### src/clk_ctrl_pkg.sv
// Purpose: constants for the two-speed / fail-safe clock control block
// Assumes: wishbone classic slave, 32-bit data, 8-bit registers in low bits
// Notes:   register offsets are byte addresses of aligned words
package clk_ctrl_pkg;
    // register byte offsets
    localparam logic [3:0] OFS_CONTROL = 4'h0;   // osc_control_reg
    localparam logic [3:0] OFS_STATUS  = 4'h4;   // osc_status_reg
    localparam logic [3:0] OFS_TRIM    = 4'h8;   // osc_trim_reg
    localparam logic [3:0] OFS_FLAGS   = 4'hC;   // fail flag / irq enable / misc
    // control register fields
    localparam int CTL_PLL_BIT   = 7;            // soft_pll_enable
    localparam int CTL_FREQ_LSB  = 3;            // internal_freq_select lsb
    localparam int CTL_SEL_LSB   = 0;            // sys_clk_select lsb
    localparam logic [7:0] CTL_RESET = 8'h38;    // freq select 0111, select 00
    localparam logic [7:0] CTL_WMASK = 8'hFB;    // bit 2 unimplemented
    // status register fields
    localparam int ST_T1RDY  = 7;
    localparam int ST_PLLRDY = 6;
    localparam int ST_DONE   = 5;                // startup_done_status
    localparam int ST_FRDY   = 4;
    localparam int ST_FLOCK  = 3;
    localparam int ST_MRDY   = 2;
    localparam int ST_SRDY   = 1;
    localparam int ST_FSTAB  = 0;
    // trim register
    localparam logic [7:0] TRIM_MASK = 8'h3F;    // upper two bits read zero
    // flags register fields
    localparam int FL_FAIL   = 0;                // osc_fail_flag (write 0 clears)
    localparam int FL_IRQEN  = 1;                // osc_fail_irq_enable
    localparam int FL_FSAFE  = 2;                // fail-safe in force (ro)
    localparam int FL_T1EN   = 3;                // timer1_osc_enable
    // source select encodings
    localparam logic [1:0] SEL_CONFIG = 2'h0;
    localparam logic [1:0] SEL_TIMER1 = 2'h1;
    // timing
    localparam int OST_CYCLES  = 1024;           // crystal startup count
    localparam int SAMPLE_DIV  = 64;             // slow osc divide for sample clk
    // config oscillator modes
    localparam logic [2:0] MODE_LP = 3'h0;
    localparam logic [2:0] MODE_XT = 3'h1;
    localparam logic [2:0] MODE_HS = 3'h2;
endpackage : clk_ctrl_pkg

### src/two_speed_failsafe_clock_ctrl.sv
// Purpose: clock source sequencing, fail monitor and oscillator registers
// Assumes: all oscillators arrive as asynchronous levels sampled at 200 MHz
// Notes:   edges of oscillators are detected after two-flop synchronisers
//
// Contract
// - wake runs from internal osc at freq select
// - startup timer counts 1024 external cycles
// - after timeout wait internal falling edge, set done
// - hold clock low until external falling edge
// - done bit 1 external, 0 internal
// - monitor runs only when enabled, all modes
// - sample clock is slow osc divided by 64
// - latch set ext fall, cleared sample rise
// - failure when sample half-cycle sees no low
// - failure falls back internal, flags, interrupts
// - fallback uses current internal freq select
// - fail-safe ends on reset, sleep, select write (code: not on select write; also on any ext fall in ST_EXT with select 00 and done set)
// - select change restarts timer, then external
// - flag clear ignored during fail-safe
// - ext clock or RC modes skip timer
// - monitor enable forces two-speed startup on
// - select 1x internal, 01 timer1, 00 config
// - timer1 ready reads 1 when disabled
// - locked bit means within 2 percent
// - stable bit means within half percent
// - trim six bits signed, upper bits zero
// - reset returns select field to 00
// - automatic switches leave select field alone
//
// Implementation choices: the Wishbone slave port and the register offsets.
`timescale 1ns/10ps
module two_speed_failsafe_clock_ctrl #(
    parameter int OST_COUNT = clk_ctrl_pkg::OST_CYCLES,   // startup count
    parameter int DIV_COUNT = clk_ctrl_pkg::SAMPLE_DIV    // sample divider
) (
    input  wire logic        clock,          // 200 MHz system clock
    input  wire logic        arst_n,         // async reset, active low
    input  wire logic        wb_cyc_i,       // wishbone cycle
    input  wire logic        wb_stb_i,       // wishbone strobe
    input  wire logic        wb_we_i,        // wishbone write
    input  wire logic [3:0]  wb_adr_i,       // byte address
    input  wire logic [3:0]  wb_sel_i,       // byte enables
    input  wire logic [31:0] wb_dat_i,       // write data
    output logic      [31:0] wb_dat_o,       // read data
    output logic             wb_ack_o,       // ack
    input  wire logic        extOsc,         // external oscillator level
    input  wire logic        internal_osc_block,         // selected internal osc level
    input  wire logic        slowOsc,        // slow internal osc level
    input  wire logic        timer1Osc,      // timer1 oscillator level
    input  wire logic [2:0]  configOscMode,  // configured oscillator mode
    input  wire logic        twoSpeedEnable, // config two-speed enable
    input  wire logic        failMonEnable,  // config monitor enable
    input  wire logic        configPllForce, // config forced pll
    input  wire logic        sleepReq,       // sleep instruction pulse
    input  wire logic        wakeReq,        // wake from sleep pulse
    input  wire logic        timer1Ready,    // timer1 osc ready level
    input  wire logic        pllReady,       // pll ready level
    input  wire logic        fastReady,      // fast osc ready
    input  wire logic        fastLocked,     // fast osc within 2 percent
    input  wire logic        fastStable,     // fast osc within 0.5 percent
    input  wire logic        midReady,       // mid osc ready
    input  wire logic        slowReady,      // slow osc ready
    output logic             sysClk,         // glitch-free system clock
    output logic [1:0]       activeSrc,      // 0 config,1 timer1,2 internal
    output logic [3:0]       intFreqSel,     // internal freq select to osc
    output logic [5:0]       freqTrim,       // trim code to osc
    output logic             pllEnable,      // pll enable to osc
    output logic             failIrq         // fail interrupt request
);
    // synchronisers: first flop only feeds second flop
    logic [1:0] extS_r, intS_r, slowS_r, t1S_r;   // stage 1/2 per source
    logic       extD_r, intD_r, slowD_r, t1D_r;   // delayed for edges
    always_ff @(posedge clock or negedge arst_n)
    begin
        if (!arst_n)
        begin
            extS_r  <= 2'h0;
            intS_r  <= 2'h0;
            slowS_r <= 2'h0;
            t1S_r   <= 2'h0;
            extD_r  <= 1'b0;
            intD_r  <= 1'b0;
            slowD_r <= 1'b0;
            t1D_r   <= 1'b0;
        end
        else
        begin
            extS_r  <= {extS_r[0], extOsc};
            intS_r  <= {intS_r[0], internal_osc_block};
            slowS_r <= {slowS_r[0], slowOsc};
            t1S_r   <= {t1S_r[0], timer1Osc};
            extD_r  <= extS_r[1];
            intD_r  <= intS_r[1];
            slowD_r <= slowS_r[1];
            t1D_r   <= t1S_r[1];
        end
    end

    // edge strobes from synchronised levels
    logic extFall, extRise, intFall, slowRise;
    assign extFall  = extD_r & ~extS_r[1];
    assign extRise  = ~extD_r & extS_r[1];
    assign intFall  = intD_r & ~intS_r[1];
    assign slowRise = ~slowD_r & slowS_r[1];

    // registers
    logic [7:0] ctl_r;                 // osc_control_reg
    logic [7:0] trim_r;                // osc_trim_reg
    logic       failFlag_r;            // osc_fail_flag
    logic       irqEn_r;               // osc_fail_irq_enable
    logic       t1En_r;                // timer1_osc_enable
    logic       failSafe_r;            // fail-safe condition in force
    logic       done_r;                // startup_done_status

    // bus decode
    logic busReq, wrReq, selWrite;
    assign busReq   = wb_cyc_i & wb_stb_i & ~wb_ack_o;
    assign wrReq    = busReq & wb_we_i & wb_sel_i[0];
    assign selWrite = wrReq && wb_adr_i == clk_ctrl_pkg::OFS_CONTROL &&
        wb_dat_i[1:0] != ctl_r[1:0];   // only a change of select counts

    // ack one cycle after request, dropped the next cycle
    always_ff @(posedge clock or negedge arst_n)
    begin
        if (!arst_n)
            wb_ack_o <= 1'b0;
        else
            wb_ack_o <= busReq;
    end

    // control and trim writes; select only ever changed by software
    always_ff @(posedge clock or negedge arst_n)
    begin
        if (!arst_n)
        begin
            ctl_r  <= clk_ctrl_pkg::CTL_RESET;
            trim_r <= 8'h00;
            irqEn_r <= 1'b0;
            t1En_r  <= 1'b0;
        end
        else if (wrReq)
        begin
            case (wb_adr_i)
                clk_ctrl_pkg::OFS_CONTROL:
                    ctl_r <= wb_dat_i[7:0] & clk_ctrl_pkg::CTL_WMASK;
                clk_ctrl_pkg::OFS_TRIM:
                    trim_r <= wb_dat_i[7:0] & clk_ctrl_pkg::TRIM_MASK;
                clk_ctrl_pkg::OFS_FLAGS:
                begin
                    irqEn_r <= wb_dat_i[clk_ctrl_pkg::FL_IRQEN];
                    t1En_r  <= wb_dat_i[clk_ctrl_pkg::FL_T1EN];
                end
                default: ;   // status is read only
            endcase
        end
    end

    // mode decode
    logic crystalMode, twoSpeedOn;
    assign crystalMode = configOscMode == clk_ctrl_pkg::MODE_LP ||
                         configOscMode == clk_ctrl_pkg::MODE_XT ||
                         configOscMode == clk_ctrl_pkg::MODE_HS;
    assign twoSpeedOn  = twoSpeedEnable | failMonEnable;

    // startup sequencer
    typedef enum {ST_SLEEP, ST_COUNT, ST_WAIT_INT, ST_HOLD, ST_EXT} seq_e;
    seq_e seq_r;
    logic [$clog2(OST_COUNT+1)-1:0] ost_r;   // crystal_startup_timer
    logic startEvt;
    // the async reset release acts as power-on; first cycle after reset
    logic started_r;
    assign startEvt = ~started_r | wakeReq | selWrite;
    always_ff @(posedge clock or negedge arst_n)
    begin
        if (!arst_n)
            started_r <= 1'b0;
        else
            started_r <= 1'b1;
    end

    always_ff @(posedge clock or negedge arst_n)
    begin
        if (!arst_n)
        begin
            seq_r  <= ST_COUNT;
            ost_r  <= '0;
            done_r <= 1'b0;
        end
        else if (sleepReq)
        begin
            seq_r  <= ST_SLEEP;   // sleep aborts startup and clears done
            done_r <= 1'b0;
            ost_r  <= '0;
        end
        else if (startEvt)
        begin
            ost_r  <= '0;
            done_r <= 1'b0;
            seq_r  <= crystalMode ? ST_COUNT : ST_HOLD;
        end
        else
        begin
            case (seq_r)
                ST_SLEEP: seq_r <= ST_SLEEP;
                ST_COUNT:
                    if (extRise)
                    begin
                        if (ost_r == ($bits(ost_r))'(OST_COUNT - 1))
                            seq_r <= ST_WAIT_INT;
                        ost_r <= ost_r + 1'b1;
                    end
                ST_WAIT_INT:
                    if (intFall)
                    begin
                        done_r <= 1'b1;
                        seq_r  <= ST_HOLD;
                    end
                ST_HOLD:
                    if (extFall)
                    begin
                        done_r <= 1'b1;
                        seq_r  <= ST_EXT;
                    end
                ST_EXT: seq_r <= ST_EXT;
                default: seq_r <= ST_COUNT;
            endcase
        end
    end
    // without two-speed, want picks the config source during the count, not the internal clock
    logic ostRunning;
    assign ostRunning = seq_r == ST_COUNT || seq_r == ST_WAIT_INT;

    // sample clock: slow osc divided by 64 (toggle each 32 rising edges)
    logic [$clog2(DIV_COUNT)-1:0] div_r;
    logic sample_r, sampleD_r;
    always_ff @(posedge clock or negedge arst_n)
    begin
        if (!arst_n)
        begin
            div_r     <= '0;
            sample_r  <= 1'b0;
            sampleD_r <= 1'b0;
        end
        else
        begin
            sampleD_r <= sample_r;
            if (slowRise)
            begin
                div_r <= div_r + 1'b1;
                if (div_r == ($bits(div_r))'(DIV_COUNT/2 - 1) ||
                    div_r == ($bits(div_r))'(DIV_COUNT - 1))
                    sample_r <= ~sample_r;
            end
        end
    end
    logic sampleRise, sampleFall;
    assign sampleRise = sample_r & ~sampleD_r;
    assign sampleFall = ~sample_r & sampleD_r;

    // detector latch and failure decision
    logic seen_r, failDet;
    always_ff @(posedge clock or negedge arst_n)
    begin
        if (!arst_n)
            seen_r <= 1'b0;
        else if (extFall)
            seen_r <= 1'b1;
        else if (sampleRise)
            seen_r <= 1'b0;
    end
    // latch still clear at the sample falling edge: a whole high half passed
    assign failDet = failMonEnable & sampleFall & ~seen_r & ~extFall
                   & ~ostRunning & seq_r != ST_SLEEP;

    // fail-safe condition
    always_ff @(posedge clock or negedge arst_n)
    begin
        if (!arst_n)
            failSafe_r <= 1'b0;
        else if (failDet)
            failSafe_r <= 1'b1;
        else if (sleepReq || (seq_r == ST_EXT && !selWrite && ctl_r[1:0] ==
                 clk_ctrl_pkg::SEL_CONFIG && done_r && extFall))
            failSafe_r <= 1'b0;
    end

    // fail flag: set wins over clear, clear blocked while fail-safe held
    always_ff @(posedge clock or negedge arst_n)
    begin
        if (!arst_n)
            failFlag_r <= 1'b0;
        else if (failDet)
            failFlag_r <= 1'b1;
        else if (wrReq && wb_adr_i == clk_ctrl_pkg::OFS_FLAGS &&
                 !wb_dat_i[clk_ctrl_pkg::FL_FAIL] && !failSafe_r)
            failFlag_r <= 1'b0;
    end
    assign failIrq = failFlag_r & irqEn_r;

    // source choice, from select field and automatic state
    logic [1:0] want;
    always_comb
    begin
        if (ctl_r[1])
            want = 2'h2;
        else if (ctl_r[1:0] == clk_ctrl_pkg::SEL_TIMER1)
            want = 2'h1;
        else if (failSafe_r || (twoSpeedOn && seq_r != ST_EXT))
            want = 2'h2;
        else
            want = 2'h0;
    end

    // glitch-free mux: drop old source on its low, pick new on its low
    logic [1:0] src_r;
    logic       gate_r;                // system clock gated low
    logic       curLevel, newLow, curLow;
    function automatic logic lvl(input logic [1:0] s, input logic e,
                                 input logic i, input logic t);
        lvl = (s == 2'h0) ? e : (s == 2'h1) ? t : i;
    endfunction : lvl
    assign curLevel = lvl(src_r, extS_r[1], intS_r[1], t1S_r[1]);
    assign curLow   = ~curLevel;
    assign newLow   = ~lvl(want, extS_r[1], intS_r[1], t1S_r[1]);
    always_ff @(posedge clock or negedge arst_n)
    begin
        if (!arst_n)
        begin
            src_r  <= 2'h2;
            gate_r <= 1'b0;
            sysClk <= 1'b0;
        end
        else
        begin
            if (want != src_r && !gate_r && curLow)
                gate_r <= 1'b1;
            else if (gate_r && newLow)
            begin
                src_r  <= want;
                gate_r <= 1'b0;
            end
            sysClk <= gate_r ? 1'b0 : curLevel;
        end
    end
    assign activeSrc = src_r;

    // outputs to oscillators
    assign intFreqSel = ctl_r[6:3];
    assign freqTrim   = trim_r[5:0];
    assign pllEnable  = ctl_r[clk_ctrl_pkg::CTL_PLL_BIT] | configPllForce;

    // status composition
    logic [7:0] status;
    always_comb
    begin
        status = 8'h00;
        status[clk_ctrl_pkg::ST_T1RDY]  = ~t1En_r | timer1Ready;
        status[clk_ctrl_pkg::ST_PLLRDY] = pllReady;
        status[clk_ctrl_pkg::ST_DONE]   = done_r & ~failSafe_r;
        status[clk_ctrl_pkg::ST_FRDY]   = fastReady;
        status[clk_ctrl_pkg::ST_FLOCK]  = fastLocked;
        status[clk_ctrl_pkg::ST_MRDY]   = midReady;
        status[clk_ctrl_pkg::ST_SRDY]   = slowReady;
        status[clk_ctrl_pkg::ST_FSTAB]  = fastStable;
    end

    // read data registered with ack; unmapped reads return zero
    always_ff @(posedge clock or negedge arst_n)
    begin
        if (!arst_n)
            wb_dat_o <= 32'h0000_0000;
        else if (busReq && !wb_we_i)
        begin
            case (wb_adr_i)
                clk_ctrl_pkg::OFS_CONTROL: wb_dat_o <= {24'h000000, ctl_r};
                clk_ctrl_pkg::OFS_STATUS:  wb_dat_o <= {24'h000000, status};
                clk_ctrl_pkg::OFS_TRIM:    wb_dat_o <= {24'h000000, trim_r};
                clk_ctrl_pkg::OFS_FLAGS:   wb_dat_o <= {28'h0000000, t1En_r,
                                               failSafe_r, irqEn_r, failFlag_r};
                default:                   wb_dat_o <= 32'h0000_0000;
            endcase
        end
    end
endmodule : two_speed_failsafe_clock_ctrl
### config.mk
export PLATFORM = sky130hd
export DESIGN_NAME = two_speed_failsafe_clock_ctrl
export DESIGN_NICKNAME = d
export VERILOG_FILES = /design/src/clk_ctrl_pkg.sv /design/src/two_speed_failsafe_clock_ctrl.sv
export SDC_FILE = /design/constraint.sdc
export NUM_CORES = 1
export LEC_CHECK = 0
export BUFFER_PORTS_ARGS = -buffer_cell sky130_fd_sc_hd__buf_2
export CAP_MARGIN = 20
export CORE_UTILIZATION = 56
export CTS_BUF_LIST = sky130_fd_sc_hd__clkbuf_4 sky130_fd_sc_hd__clkbuf_8
export CTS_CLUSTER_DIAMETER = 150
export DETAILED_ROUTE_END_ITERATION = 6
export PLACE_DENSITY = 0.94
export SLEW_MARGIN = 20
export SYNTH_ARGS = -nofsm -noshare
export SYNTH_HDL_FRONTEND = slang
export SYNTH_SLANG_ARGS = --single-unit
export TNS_END_PERCENT = 10
### constraint.sdc
create_clock -name clock -period 3.2 [get_ports clock]
set_input_delay 0.16 -clock clock [delete_from_list [all_inputs] [get_ports clock]]
set_output_delay 0.16 -clock clock [all_outputs]
set_load 0.02 [all_outputs]
==> results of run 1 <==
==> kinds of logic (layout without fill, tap and decap cells) <==
kind of cell,count (synthesis),in the layout
simple gates,92,92
flops,65,65
compound gates,52,52
buf+inv,46,95
mux,23,23
xor+xnor,12,12
fa+ha+maj,2,2
other cells,2,25
==> metal layers <==
metal / vias to the layer above / part of all wire / routed length (um)
met4: 0 / 0.024 / 159
met1: 1216 / 0.40 / 2630
met3: 16 / 0.070 / 460
met5: - / 0 / 0
met2: 113 / 0.51 / 3330
li1: 1142 / - / -
==> power by group <==
part           internal [mW]  switching (mW)
Sequential             0.918          0.0845
Clock                  0.303           0.298
Combinational          0.149           0.194
==> per-stage QoR <==
step                instances  instance area, um^2  total power, mW
CTS                       438                 3730             1.96
global route              438                 3730             2.04
detailed placement        416                 3500             1.36
floorplan                 317                 3340             1.26
finish                    438                 3730             1.95
global placement          416                 3500             1.33
==> registers in the layout, summed over array words and instances (netlist names), 2 cells and up <==
name	flops
ost_r	11
wb_dat_o	8
ctl_r	7
trim_r	6
div_r	5
seq_r	3
activeSrc	2
extS_r	2
intS_r	2
slowS_r	2
t1S_r	2
==> worst register-to-register path, stage by stage (launching register included) <==
cell and delay (ns):
dfstp_2 0.61, nor2b_1 0.53, nand2_1 0.29, or4_1 0.46, a21oi_1 0.17
==> synthesized netlist by cell type, types with 2 or more instances <==
| cell type | count |
|---|---|
| mux2_2 | 15 |
| inv_1 | 11 |
| or4_1 | 3 |
| nand2b_1 | 6 |
| nand3_1 | 6 |
| a21oi_1 | 10 |
| nor3b_1 | 2 |
| conb_1 | 2 |
| a22o_1 | 6 |
| nor3_1 | 5 |
| mux2i_1 | 5 |
| o21ai_0 | 10 |
| ha_1 | 2 |
| nor3_2 | 2 |
| or3_1 | 4 |
| and2_1 | 3 |
| nand4_1 | 7 |
| mux4_2 | 3 |
| xor2_1 | 9 |
| o21a_1 | 2 |
| xnor2_1 | 3 |
| a31oi_1 | 3 |
| nand2_1 | 21 |
| nor4_1 | 5 |
| o22ai_1 | 2 |
| buf_2 | 4 |
| and4_1 | 2 |
| nand3b_1 | 2 |
| buf_4 | 29 |
| dfstp_2 | 5 |
| nor2_1 | 9 |
| a21o_1 | 3 |
| nor2b_1 | 5 |
| dfrtp_1 | 60 |
| o31ai_1 | 6 |
==> worst max-delay path by stage <==
stage                         startpoint                     to  slack [ns]  cells past startpoint
floorplan           seq_r[0]$_DFFE_PN1P_   ost_r[9]$_DFFE_PN0P_        1.46                      6
CTS                 seq_r[0]$_DFFE_PN1P_   ost_r[8]$_DFFE_PN0P_        1.10                      4
global placement    seq_r[0]$_DFFE_PN1P_   ost_r[9]$_DFFE_PN0P_        1.23                      4
detailed placement  seq_r[0]$_DFFE_PN1P_   ost_r[8]$_DFFE_PN0P_        1.11                      4
finish              seq_r[0]$_DFFE_PN1P_   ost_r[8]$_DFFE_PN0P_        1.07                      4
global route        seq_r[0]$_DFFE_PN1P_  ost_r[10]$_DFFE_PN0P_        0.93                      4
==> area by class of cell <==
type	instances	area, um^2	area share
inverters	11	41.3	0.0111
well taps	72	90.1	0.0242
flip-flops and latches	65	1630	0.438
clock inverters	4	22.5	0.00604
repair buffers	68	375	0.101
clock buffers	12	146	0.0393
multi-input cells	206	1420	0.380
==> what timing repair did <==
action	in CTS	in global routing
endpoints found under the hold margin	34	0
hold buffers	6	0
setup endpoints to repair	0	0
==> results by group, run 1 <==
Critical path
  – Critical Path RT: between 3 and 4 ns
  – Data arrival time of the worst path: around 2.4 ns
  – Endpoint type of the worst setup path: flip-flop
  – R2r worst-path depth: 4
  – Crit-path leading delay family: simple AND/OR/NAND/NOR gates
  – Worst-path cell chain: nor2b_1 -> nand2_1 -> or4_1 -> a21oi_1
  – Worst Path Buf+Inv: 0
  – R2R Setup Slk: about 1.1 ns
  – R2R Path Start: seq_r[0]$_DFFE_PN1P_
  – RR Endpoint: ost_r[8]$_DFFE_PN0P_
  – Slowest stage delay, CP: between 0.6 and 0.7 ns
  – CP max stage cell: dfstp_2
  – Maximum fanout along the worst path: 9
  – Crit Path Category: reg2reg
  – Crit start category: flip-flop

Route
  – Initial drt markers: 97
  – Pre-antenna DRT Iters: 4
  – Avg Vias per Cell: ~5.7
  – Via count: about 2.5k
  – Routed wire length: 6580 um
  – Routed Antenna Nets: 0
  – DR WL/cell: between 15 and 20 um
  – DRC: 0

Floorplanning
  – Row count: 27
  – Die height: 78.3 um
  – Die Wd: 78.3 um
  – IO Count: 112
  – Die area: approximately 6100 um^2
  – Core Area: around 5500 um^2
  – Initial Util: 0.588

Finish
  – Synth-to-Final Area Change: 14.4%
  – Layout cells sized above 1: 0.306
  – Final Util: 0.673
  – Most frequent cells in the layout: dfrtp_1 (60), buf_2 (60), conb_1 (25)
  – Fin nets: 427
  – # fillers: about 420
  – Diodes inserted: 0

Clock tree
  – Clock-pin transition on the worst setup and hold timing paths: about 0.07 ns
  – CTS tree: yes
  – Total CTS buffers: 9
  – Clock root buffer: clkbuf_8
  – Num Clock Sinks: 65
  – Setup bufs post-CTS: 0
  – CTS H-Tree Depth: 3
  – Worst-Skew Late Latency: ~0.35 ns
  – Clock tree buffer depth: 2
  – # resized after CTS: 0

GRT
  – Top Usage Layer GRT: met2
  – M3 GR Usage: 0.0488
  – Met1 Usage GRT: 0.265
  – GRT overflow: 0
  – First-pass GRT wire length: between 10,000 and 15,000 um
  – Met2 Track Usage GR: 0.415
  – Pin count of the biggest net entering global routing: 34
  – Total track usage: 0.236
  – Initial antenna violation count: 0
  – Vias in the first global route: approximately 2.4k

Synthesis
  – Synth Area in Simple Gates: 0.167
  – Mux contribution to synthesized area: 0.0879
  – Largest family of logic cells by synthesized area: simple AND/OR/NAND/NOR gates
  – Post-Syn Area: around 3300 um^2
  – Library cells used by synthesis: 57
  – Post-synthesis compound-gate area fraction: 0.111
  – Yosys top cell area share: 0.461
  – Post-synth top area cell: dfrtp_1
  – Synth Register Bits: 65
  – Yosys warning count: 0
  – Largest cells by area after synthesis: dfrtp_1 (46%), buf_4 (6.7%), mux2_2 (5.2%), dfstp_2 (4.0%), nand2_1 (2.4%)
  – Predominant post-synthesis flop cell: dfrtp_1
  – Seq/Total Area, Yosys: 0.501
  – Xor and xnor area share after synthesis: 0.0323
  – Synth Instances: between 200 and 300
  – EDFF count, synth: 0
  – Ys async rst share: 1.00
  – Avg Synthesized Cell Area: about 11 um^2
  – Post-synthesis adder-cell area fraction: 0.00768

Placement
  – Port bufs: 60
  – Post-DP HPWL: between 4000 and 5000 um
  – Pre-CTS setup slack: roughly 1.1 ns
  – GP Congestion: 0.828

STA
  – Final Max Tran Viols: 0
  – Setup violators final: 0
  – Setup slack after layout: between 1 and 1.5 ns
  – Hold Worst Slack: 0.0533 ns
  – RSZ-0062 raised after global routing: no
  – Period utilisation layout: 0.667
  – Period minus WS final: roughly 2.1 ns
  – Final setup skew: ~0.011 ns
  – Slew HR: 0.511
  – Final hold violations: 0
  – Least-Margin Pin Slew: approximately 0.73 ns
  – Fmax: around 0.47 GHz
  – Setup TNS: 0 ns

Pwr
  – Leakage power: between 1.5 and 2 nW
  – Pwr Density: approximately 520 nW/um^2
  – Peak supply drop: 0.000370 V

Min path
  – Hold_sp: wb_dat_i[7]
  – Hold Path End: ctl_r[7]$_DFFE_PN0P_
  – Hold Crit Depth: 2
  – HP Class: in2reg

Run
  – Max capacitance violation total: 0

Status
  – Outcome: finished, final reports clean
Power figures use the tool's default switching activity.
==> run 2: changes to the inputs <==
--- a/config.mk
+++ b/config.mk
@@ -7,11 +7,11 @@
 export LEC_CHECK = 0
 export BUFFER_PORTS_ARGS = -buffer_cell sky130_fd_sc_hd__buf_2
 export CAP_MARGIN = 20
-export CORE_UTILIZATION = 56
+export CORE_UTILIZATION = 52
 export CTS_BUF_LIST = sky130_fd_sc_hd__clkbuf_4 sky130_fd_sc_hd__clkbuf_8
 export CTS_CLUSTER_DIAMETER = 150
 export DETAILED_ROUTE_END_ITERATION = 6
-export PLACE_DENSITY = 0.94
+export PLACE_DENSITY = 0.88
 export SLEW_MARGIN = 20
 export SYNTH_ARGS = -nofsm -noshare
 export SYNTH_HDL_FRONTEND = slang
==> constraint.sdc (replaced) <==
create_clock -name clock -period 2.1 [get_ports clock]
set_input_delay 0.105 -clock clock [delete_from_list [all_inputs] [get_ports clock]]
set_output_delay 0.105 -clock clock [all_outputs]
set_load 0.02 [all_outputs]
==> run 2 against run 1 <==
  * First-iteration DRC count rose by 25%
  * Largest cell class unchanged
  * Largest power group unchanged
  * Die area rose by 7.5%
  * Wire length fell by 4.8%
  * Highest routed layer unchanged
  * Combinational power rose by 53%
==> results by group, run 2 (synthesis gave the netlist of run 1 again) <==
Status
  – Outcome: finished, final reports clean

STA
  – Final hold violations: 0 (unchanged)
  – Setup violators final: 0 (unchanged)
  – Period utilisation layout: 0.883 (+0.216)
  – Final Max Tran Viols: 0 (unchanged)
  – Hold Worst Slack: 0.0180 ns (-0.0353 ns)
  – Setup TNS: 0 ns (unchanged)
  – Final setup skew: 0.00843 ns (-0.00255 ns)
  – Least-Margin Pin Slew: 0.646 ns (-0.0842 ns)
  – RSZ-0062 raised after global routing: no
  – Fmax: 0.539 GHz (+15%)
  – Period minus WS final: 1.85 ns (-0.279 ns)
  – Slew HR: 0.569 (+0.0588)

Route
  – Routed wire length: 6260 um (-4.8%)
  – DRC: 0 (unchanged)
  – Via count: 2,459 (-1.1%)
  – Avg Vias per Cell: 5.49 (-3.3%)
  – Initial drt markers: 121 (+25%)
  – DR WL/cell: 14.0 um (-7.0%)
  – Pre-antenna DRT Iters: 4 (unchanged)
  – Routed Antenna Nets: 0 (unchanged)

Pwr
  – Part of the power in registers: 0.496 (-0.019)
  – Switching Fraction: 0.290 (-0.00566)
  – Clock power share: 0.334 (+0.026)
  – Pwr Density: 804 nW/um^2 (+54%)
  – Peak supply drop: 0.000599 V (+62%)
  – Combinational power share: 0.171 (-0.005)
  – Total net switching power: 0.892 mW (+55%)
  – Overall power: 3.07 mW (+58%)
  – Power Internal: 2.18 mW (+59%)
  – Leakage power: 1.82 nW (+2.6%)

Clock tree
  – Num Clock Sinks: 65 (unchanged)
  – Clock-pin transition on the worst setup and hold timing paths: 0.07 ns (about the same)
  – Clock tree buffer depth: 2 (unchanged)
  – Clock root buffer: clkbuf_8
  – CTS H-Tree Depth: 3 (unchanged)
  – Total CTS buffers: 9 (unchanged)
  – Worst-Skew Late Latency: 0.34 ns (about the same)
  – CTS tree: yes
  – Setup bufs post-CTS: 0 (unchanged)

Placement
  – Port bufs: 60 (unchanged)
  – Post-DP HPWL: 4590 um (-4.8%)
  – GP Congestion: 0.841 (+1.5%)

Critical path
  – Crit start category: flip-flop
  – Crit-path leading delay family: simple AND/OR/NAND/NOR gates
  – CP max stage cell: dfstp_2
  – Slowest stage delay, CP: 0.60 ns (about the same)
  – Crit Path Category: reg2reg
  – Data arrival time of the worst path: 2.13 ns (-0.26 ns)
  – Maximum fanout along the worst path: 9 (unchanged)
  – R2r worst-path depth: 4 (unchanged)
  – RR Endpoint: ost_r[9]$_DFFE_PN0P_
  – Endpoint type of the worst setup path: flip-flop
  – R2R Setup Slk: 0.25 ns (-0.82 ns)
  – Critical Path RT: 2.37 ns (-1.09 ns)
  – R2R Path Start: seq_r[0]$_DFFE_PN1P_
  – Worst Path Buf+Inv: 0 (unchanged)
  – Worst-path cell chain: nor2b_1 -> nand3_2 -> or4_4 -> a21oi_2

Floorplanning
  – Die height: 81.2 um (+3.7%)
  – Die area: 6590 um^2 (+7.5%)
  – Row count: 28 (+3.7%)
  – Initial Util: 0.544 (-0.0442)
  – IO Count: 112 (unchanged)
  – Core Area: 5990 um^2 (+8.1%)
  – Die Wd: 81.2 um (+3.7%)

GRT
  – Met1 Usage GRT: 0.225 (-0.0403)
  – Top Usage Layer GRT: met2
  – GRT overflow: 0 (unchanged)
  – Pin count of the biggest net entering global routing: 31 (-8.8%)
  – Initial antenna violation count: 0 (unchanged)
  – Met2 Track Usage GR: 0.370 (-0.0452)
  – Total track usage: 0.208 (-0.0283)
  – First-pass GRT wire length: 10,100 um (-8.2%)
  – Vias in the first global route: 2,323 (-4.0%)
  – M3 GR Usage: 0.0618 (+0.0130)

Finish
  – Most frequent cells in the layout: dfrtp_1 (60), buf_2 (60), conb_1 (25)
  – Regs by FF count: ost_r x11, wb_dat_o x8, ctl_r x7
  – Synth-to-Final Area Change: 17.1%
  – Layout cells sized above 1: 0.311 (+0.00498)
  – # fillers: 458 (+8.5%)
  – Diodes inserted: 0 (unchanged)
  – Final Util: 0.637 (-0.0355)
  – Largest Register: ost_r
  – Max reg flops: 11 (unchanged)
  – Fin nets: 434 (+1.6%)

Run
  – Max capacitance violation total: 0 (unchanged)

Min path
  – Hold Crit Depth: 2 (unchanged)
  – Hold_sp: wb_dat_i[5]
  – Hold Path End: ctl_r[5]$_DFFE_PN1P_
  – HP Class: in2reg
[run 2: repair_timing]
| item | in CTS | in global routing |
|---|---|---|
| hold buffers | 9 | 0 |
| gates resized for setup | 0 | 0 |
| hold endpoints to repair | 32 | 0 |
[run 2: worst max-delay path by stage]
stage                               startpoint  slack (ns)  cells past startpoint                     to
after CTS                 seq_r[0]$_DFFE_PN1P_        0.24                      4   ost_r[9]$_DFFE_PN0P_
after global placement    seq_r[0]$_DFFE_PN1P_        0.33                      4   ost_r[9]$_DFFE_PN0P_
after floorplan           seq_r[0]$_DFFE_PN1P_        0.36                      6   ost_r[9]$_DFFE_PN0P_
after global routing      seq_r[0]$_DFFE_PN1P_        0.16                      4  ost_r[10]$_DFFE_PN0P_
after detailed placement  seq_r[0]$_DFFE_PN1P_        0.28                      4   ost_r[9]$_DFFE_PN0P_
final                     seq_r[0]$_DFFE_PN1P_        0.25                      4   ost_r[9]$_DFFE_PN0P_
[run 2: cell type report]
cell class	instances	area [um^2]	share of cell area
sequential	65	1630	0.428
clock buffer	9	124	0.0325
timing repair buffer	75	435	0.114
tap	75	93.8	0.0246
clock inverter	7	71.3	0.0187
multi-input combinational	206	1420	0.371
inverter	11	41.3	0.0108
[run 2: through the flow]
stage	instance area, um^2	cells	setup slack, ns
finish	3820	448	0.245
global route	3820	448	0.157
CTS	3820	448	0.245
detailed placement	3530	423	0.277
global placement	3530	423	0.327
floorplan	3340	317	0.365
[run 2: metal layers]
metal  wire, um  part of all wire
met5          0                 0
met4        160             0.026
met3        419             0.067
met2       3050              0.49
met1       2630              0.42
[run 2: power by group through the flow]
stage	sequential [mW]	clock [mW]	combinational, mW
final	1.52	1.02	0.524
after global routing	1.54	1.11	0.588
after CTS	1.52	1.05	0.529
after detailed placement	1.54	0	0.513
after global placement	1.54	0	0.492
after floorplan	1.56	0	0.356
==> run 3: changes to the inputs <==
--- a/config.mk
+++ b/config.mk
@@ -12,6 +12,7 @@
 export CTS_CLUSTER_DIAMETER = 150
 export DETAILED_ROUTE_END_ITERATION = 6
 export PLACE_DENSITY = 0.88
+export RECOVER_POWER = 100
 export SLEW_MARGIN = 20
 export SYNTH_ARGS = -nofsm -noshare
 export SYNTH_HDL_FRONTEND = slang
==> run 3 against run 2 <==
  * Via count increased by 0.37%
  * Count of clock-buffer cells in the layout stayed put
  * Critical path depth is the same
  * Maximum frequency decreased by 4.5%
  * Utilization is 1.0 points lower
  * Critical endpoint is now ctl_r[7]$_DFFE_PN0P_
==> results by group, run 3 (synthesis gave the netlist of run 1 again) <==
Status
  – Outcome: finished, final reports clean

Pwr
  – Part of the power in registers: 0.497 (about the same)
  – Switching Fraction: 0.292 (+0.00201)
  – Clock power share: 0.336 (+0.002)
  – Leakage power: 1.71 nW (-6.2%)
  – Power Internal: 2.16 mW (-0.80%)
  – Peak supply drop: 0.000597 V (-0.46%)
  – Overall power: 3.05 mW (-0.52%)
  – Pwr Density: 813 nW/um^2 (+1.1%)
  – Total net switching power: 0.893 mW (+0.17%)
  – Combinational power share: 0.167 (-0.004)

STA
  – Final setup skew: 0.00917 ns (+0.000739 ns)
  – Setup violators final: 0 (unchanged)
  – Fmax: 0.515 GHz (-4.5%)
  – Period minus WS final: 1.94 ns (+0.0876 ns)
  – Period utilisation layout: 0.925 (+0.0417)
  – Hold Worst Slack: 0.0165 ns (-0.00146 ns)
  – Least-Margin Pin Slew: 1.02 ns (+0.372 ns)
  – Final Max Tran Viols: 0 (unchanged)
  – RSZ-0062 raised after global routing: no
  – Setup slack after layout: 0.157 ns (-0.0876 ns)
  – Slew HR: 0.321 (-0.248)
  – Setup TNS: 0 ns (unchanged)
  – Final hold violations: 0 (unchanged)

GRT
  – GRT overflow: 0 (unchanged)
  – Initial antenna violation count: 0 (unchanged)
  – First-pass GRT wire length: 10,100 um (unchanged)
  – Vias in the first global route: 2,323 (unchanged)
  – Pin count of the biggest net entering global routing: 31 (unchanged)
  – Total track usage: 0.208 (unchanged)

Floorplanning
  – Core Area: 5990 um^2 (unchanged)
  – Die height: 81.2 um (unchanged)
  – Initial Util: 0.544 (unchanged)
  – Die area: 6590 um^2 (unchanged)
  – Row count: 28 (unchanged)
  – Die Wd: 81.2 um (unchanged)
  – IO Count: 112 (unchanged)

Clock tree
  – Clock root buffer: clkbuf_8
  – CTS tree: yes
  – Num Clock Sinks: 65 (unchanged)
  – Total CTS buffers: 9 (unchanged)
  – CTS H-Tree Depth: 3 (unchanged)
  – Clock-pin transition on the worst setup and hold timing paths: 0.07 ns (about the same)
  – Worst-Skew Late Latency: 0.34 ns (about the same)
  – Clock tree buffer depth: 2 (unchanged)
  – # resized after CTS: 0 (unchanged)

Critical path
  – Crit path launch: wb_ack_o$_DFF_PN0_
  – Critical Path RT: 2.33 ns (-0.04 ns)
  – Crit Path Category: reg2reg
  – Maximum fanout along the worst path: 7 (-2)
  – Endpoint type of the worst setup path: flip-flop
  – R2R Path Start: wb_ack_o$_DFF_PN0_
  – Crit start category: flip-flop
  – Data arrival time of the worst path: 2.17 ns (+0.04 ns)

Placement
  – Placed insts: 423 (unchanged)
  – Post-DP HPWL: 4590 um (unchanged)
  – Port bufs: 60 (unchanged)
  – Pre-CTS setup slack: 0.277 ns (unchanged)
  – GP Congestion: 0.841 (unchanged)

Finish
  – Fin cells: 448 (unchanged)
  – Max reg flops: 11 (unchanged)
  – Regs by FF count: ost_r x11, wb_dat_o x8, ctl_r x7
  – Commonest non-fill, non-tap cell in the layout: dfrtp_1
  – Layout cells sized above 1: 0.228 (-0.0831)
  – Most frequent cells in the layout: dfrtp_1 (60), buf_2 (37), clkbuf_1 (27)
  – Fin nets: 434 (unchanged)
  – Largest Register: ost_r
  – Synth-to-Final Area Change: 15.3%
  – Diodes inserted: 0 (unchanged)

Route
  – Routed wire length: 6300 um (+0.62%)
  – DR WL/cell: 14.1 um (+0.62%)
  – Pre-antenna DRT Iters: 4 (unchanged)
  – Avg Vias per Cell: 5.51 (+0.37%)
  – DRC: 0 (unchanged)
  – Routed Antenna Nets: 0 (unchanged)
  – Initial drt markers: 145 (+20%)
  – Via count: 2,468 (+0.37%)

Min path
  – HP Class: in2reg
  – Hold_sp: wb_dat_i[5]

Run
  – Max capacitance violation total: 0 (unchanged)
[run 3: repair_timing]
item,in CTS,in global routing
hold endpoints to repair,32,0
hold buffers,9,0
setup buffers,0,0
[run 3: power by group through the flow]
stage / clock [mW] / sequential, mW / combinational (mW)
after global placement: 0 / 1.54 / 0.492
after floorplan: 0 / 1.56 / 0.356
after CTS: 1.05 / 1.52 / 0.529
after global routing: 1.11 / 1.54 / 0.572
final: 1.03 / 1.52 / 0.509
after detailed placement: 0 / 1.54 / 0.513
[run 3: per-layer routing]
layer,share of wire,up-vias,global-route usage,routed length [um]
met5,0,-,0,0
li1,-,1157,-,-
met2,0.49,107,0.370,3050
met1,0.41,1186,0.225,2610
met4,0.026,0,0.0964,161
met3,0.075,18,0.0618,473
[run 3: critical path: stages (launching register included)]
cell      delay (ns)
dfrtp_1         0.38
nand3b_1        0.26
nor3_1          0.57
buf_4           0.27
mux2_2          0.34
[run 3: cell type report]
type	count	area [um^2]
multi-input cells	206	1400
well taps	75	93.8
repair buffers	75	392
flip-flops and latches	65	1630
inverters	11	41.3
clock buffers	9	124
fillers	477	2230
clock inverters	7	71.3
[run 3: per-stage QoR]
step / util / cell area [um^2]
after floorplan: - / 3340
after global placement: 0.589 / 3530
after detailed placement: 0.589 / 3530
after CTS: 0.637 / 3820
after global routing: 0.627 / 3760
final: 0.627 / 3760
[run 3: final timing paths]
kind                       cells after the start  slack [ns]                    to
max                                            4        0.16  ctl_r[7]$_DFFE_PN0P_
min                                            2        0.02  ctl_r[5]$_DFFE_PN1P_
max reg2reg                                    4        0.16  ctl_r[7]$_DFFE_PN0P_
min reg2reg                                    0        0.35   extS_r[1]$_DFF_PN0_
max in group asynchronous                      3        0.43  ost_r[4]$_DFFE_PN0P_
min in group asynchronous                      2        0.33    t1S_r[1]$_DFF_PN0_
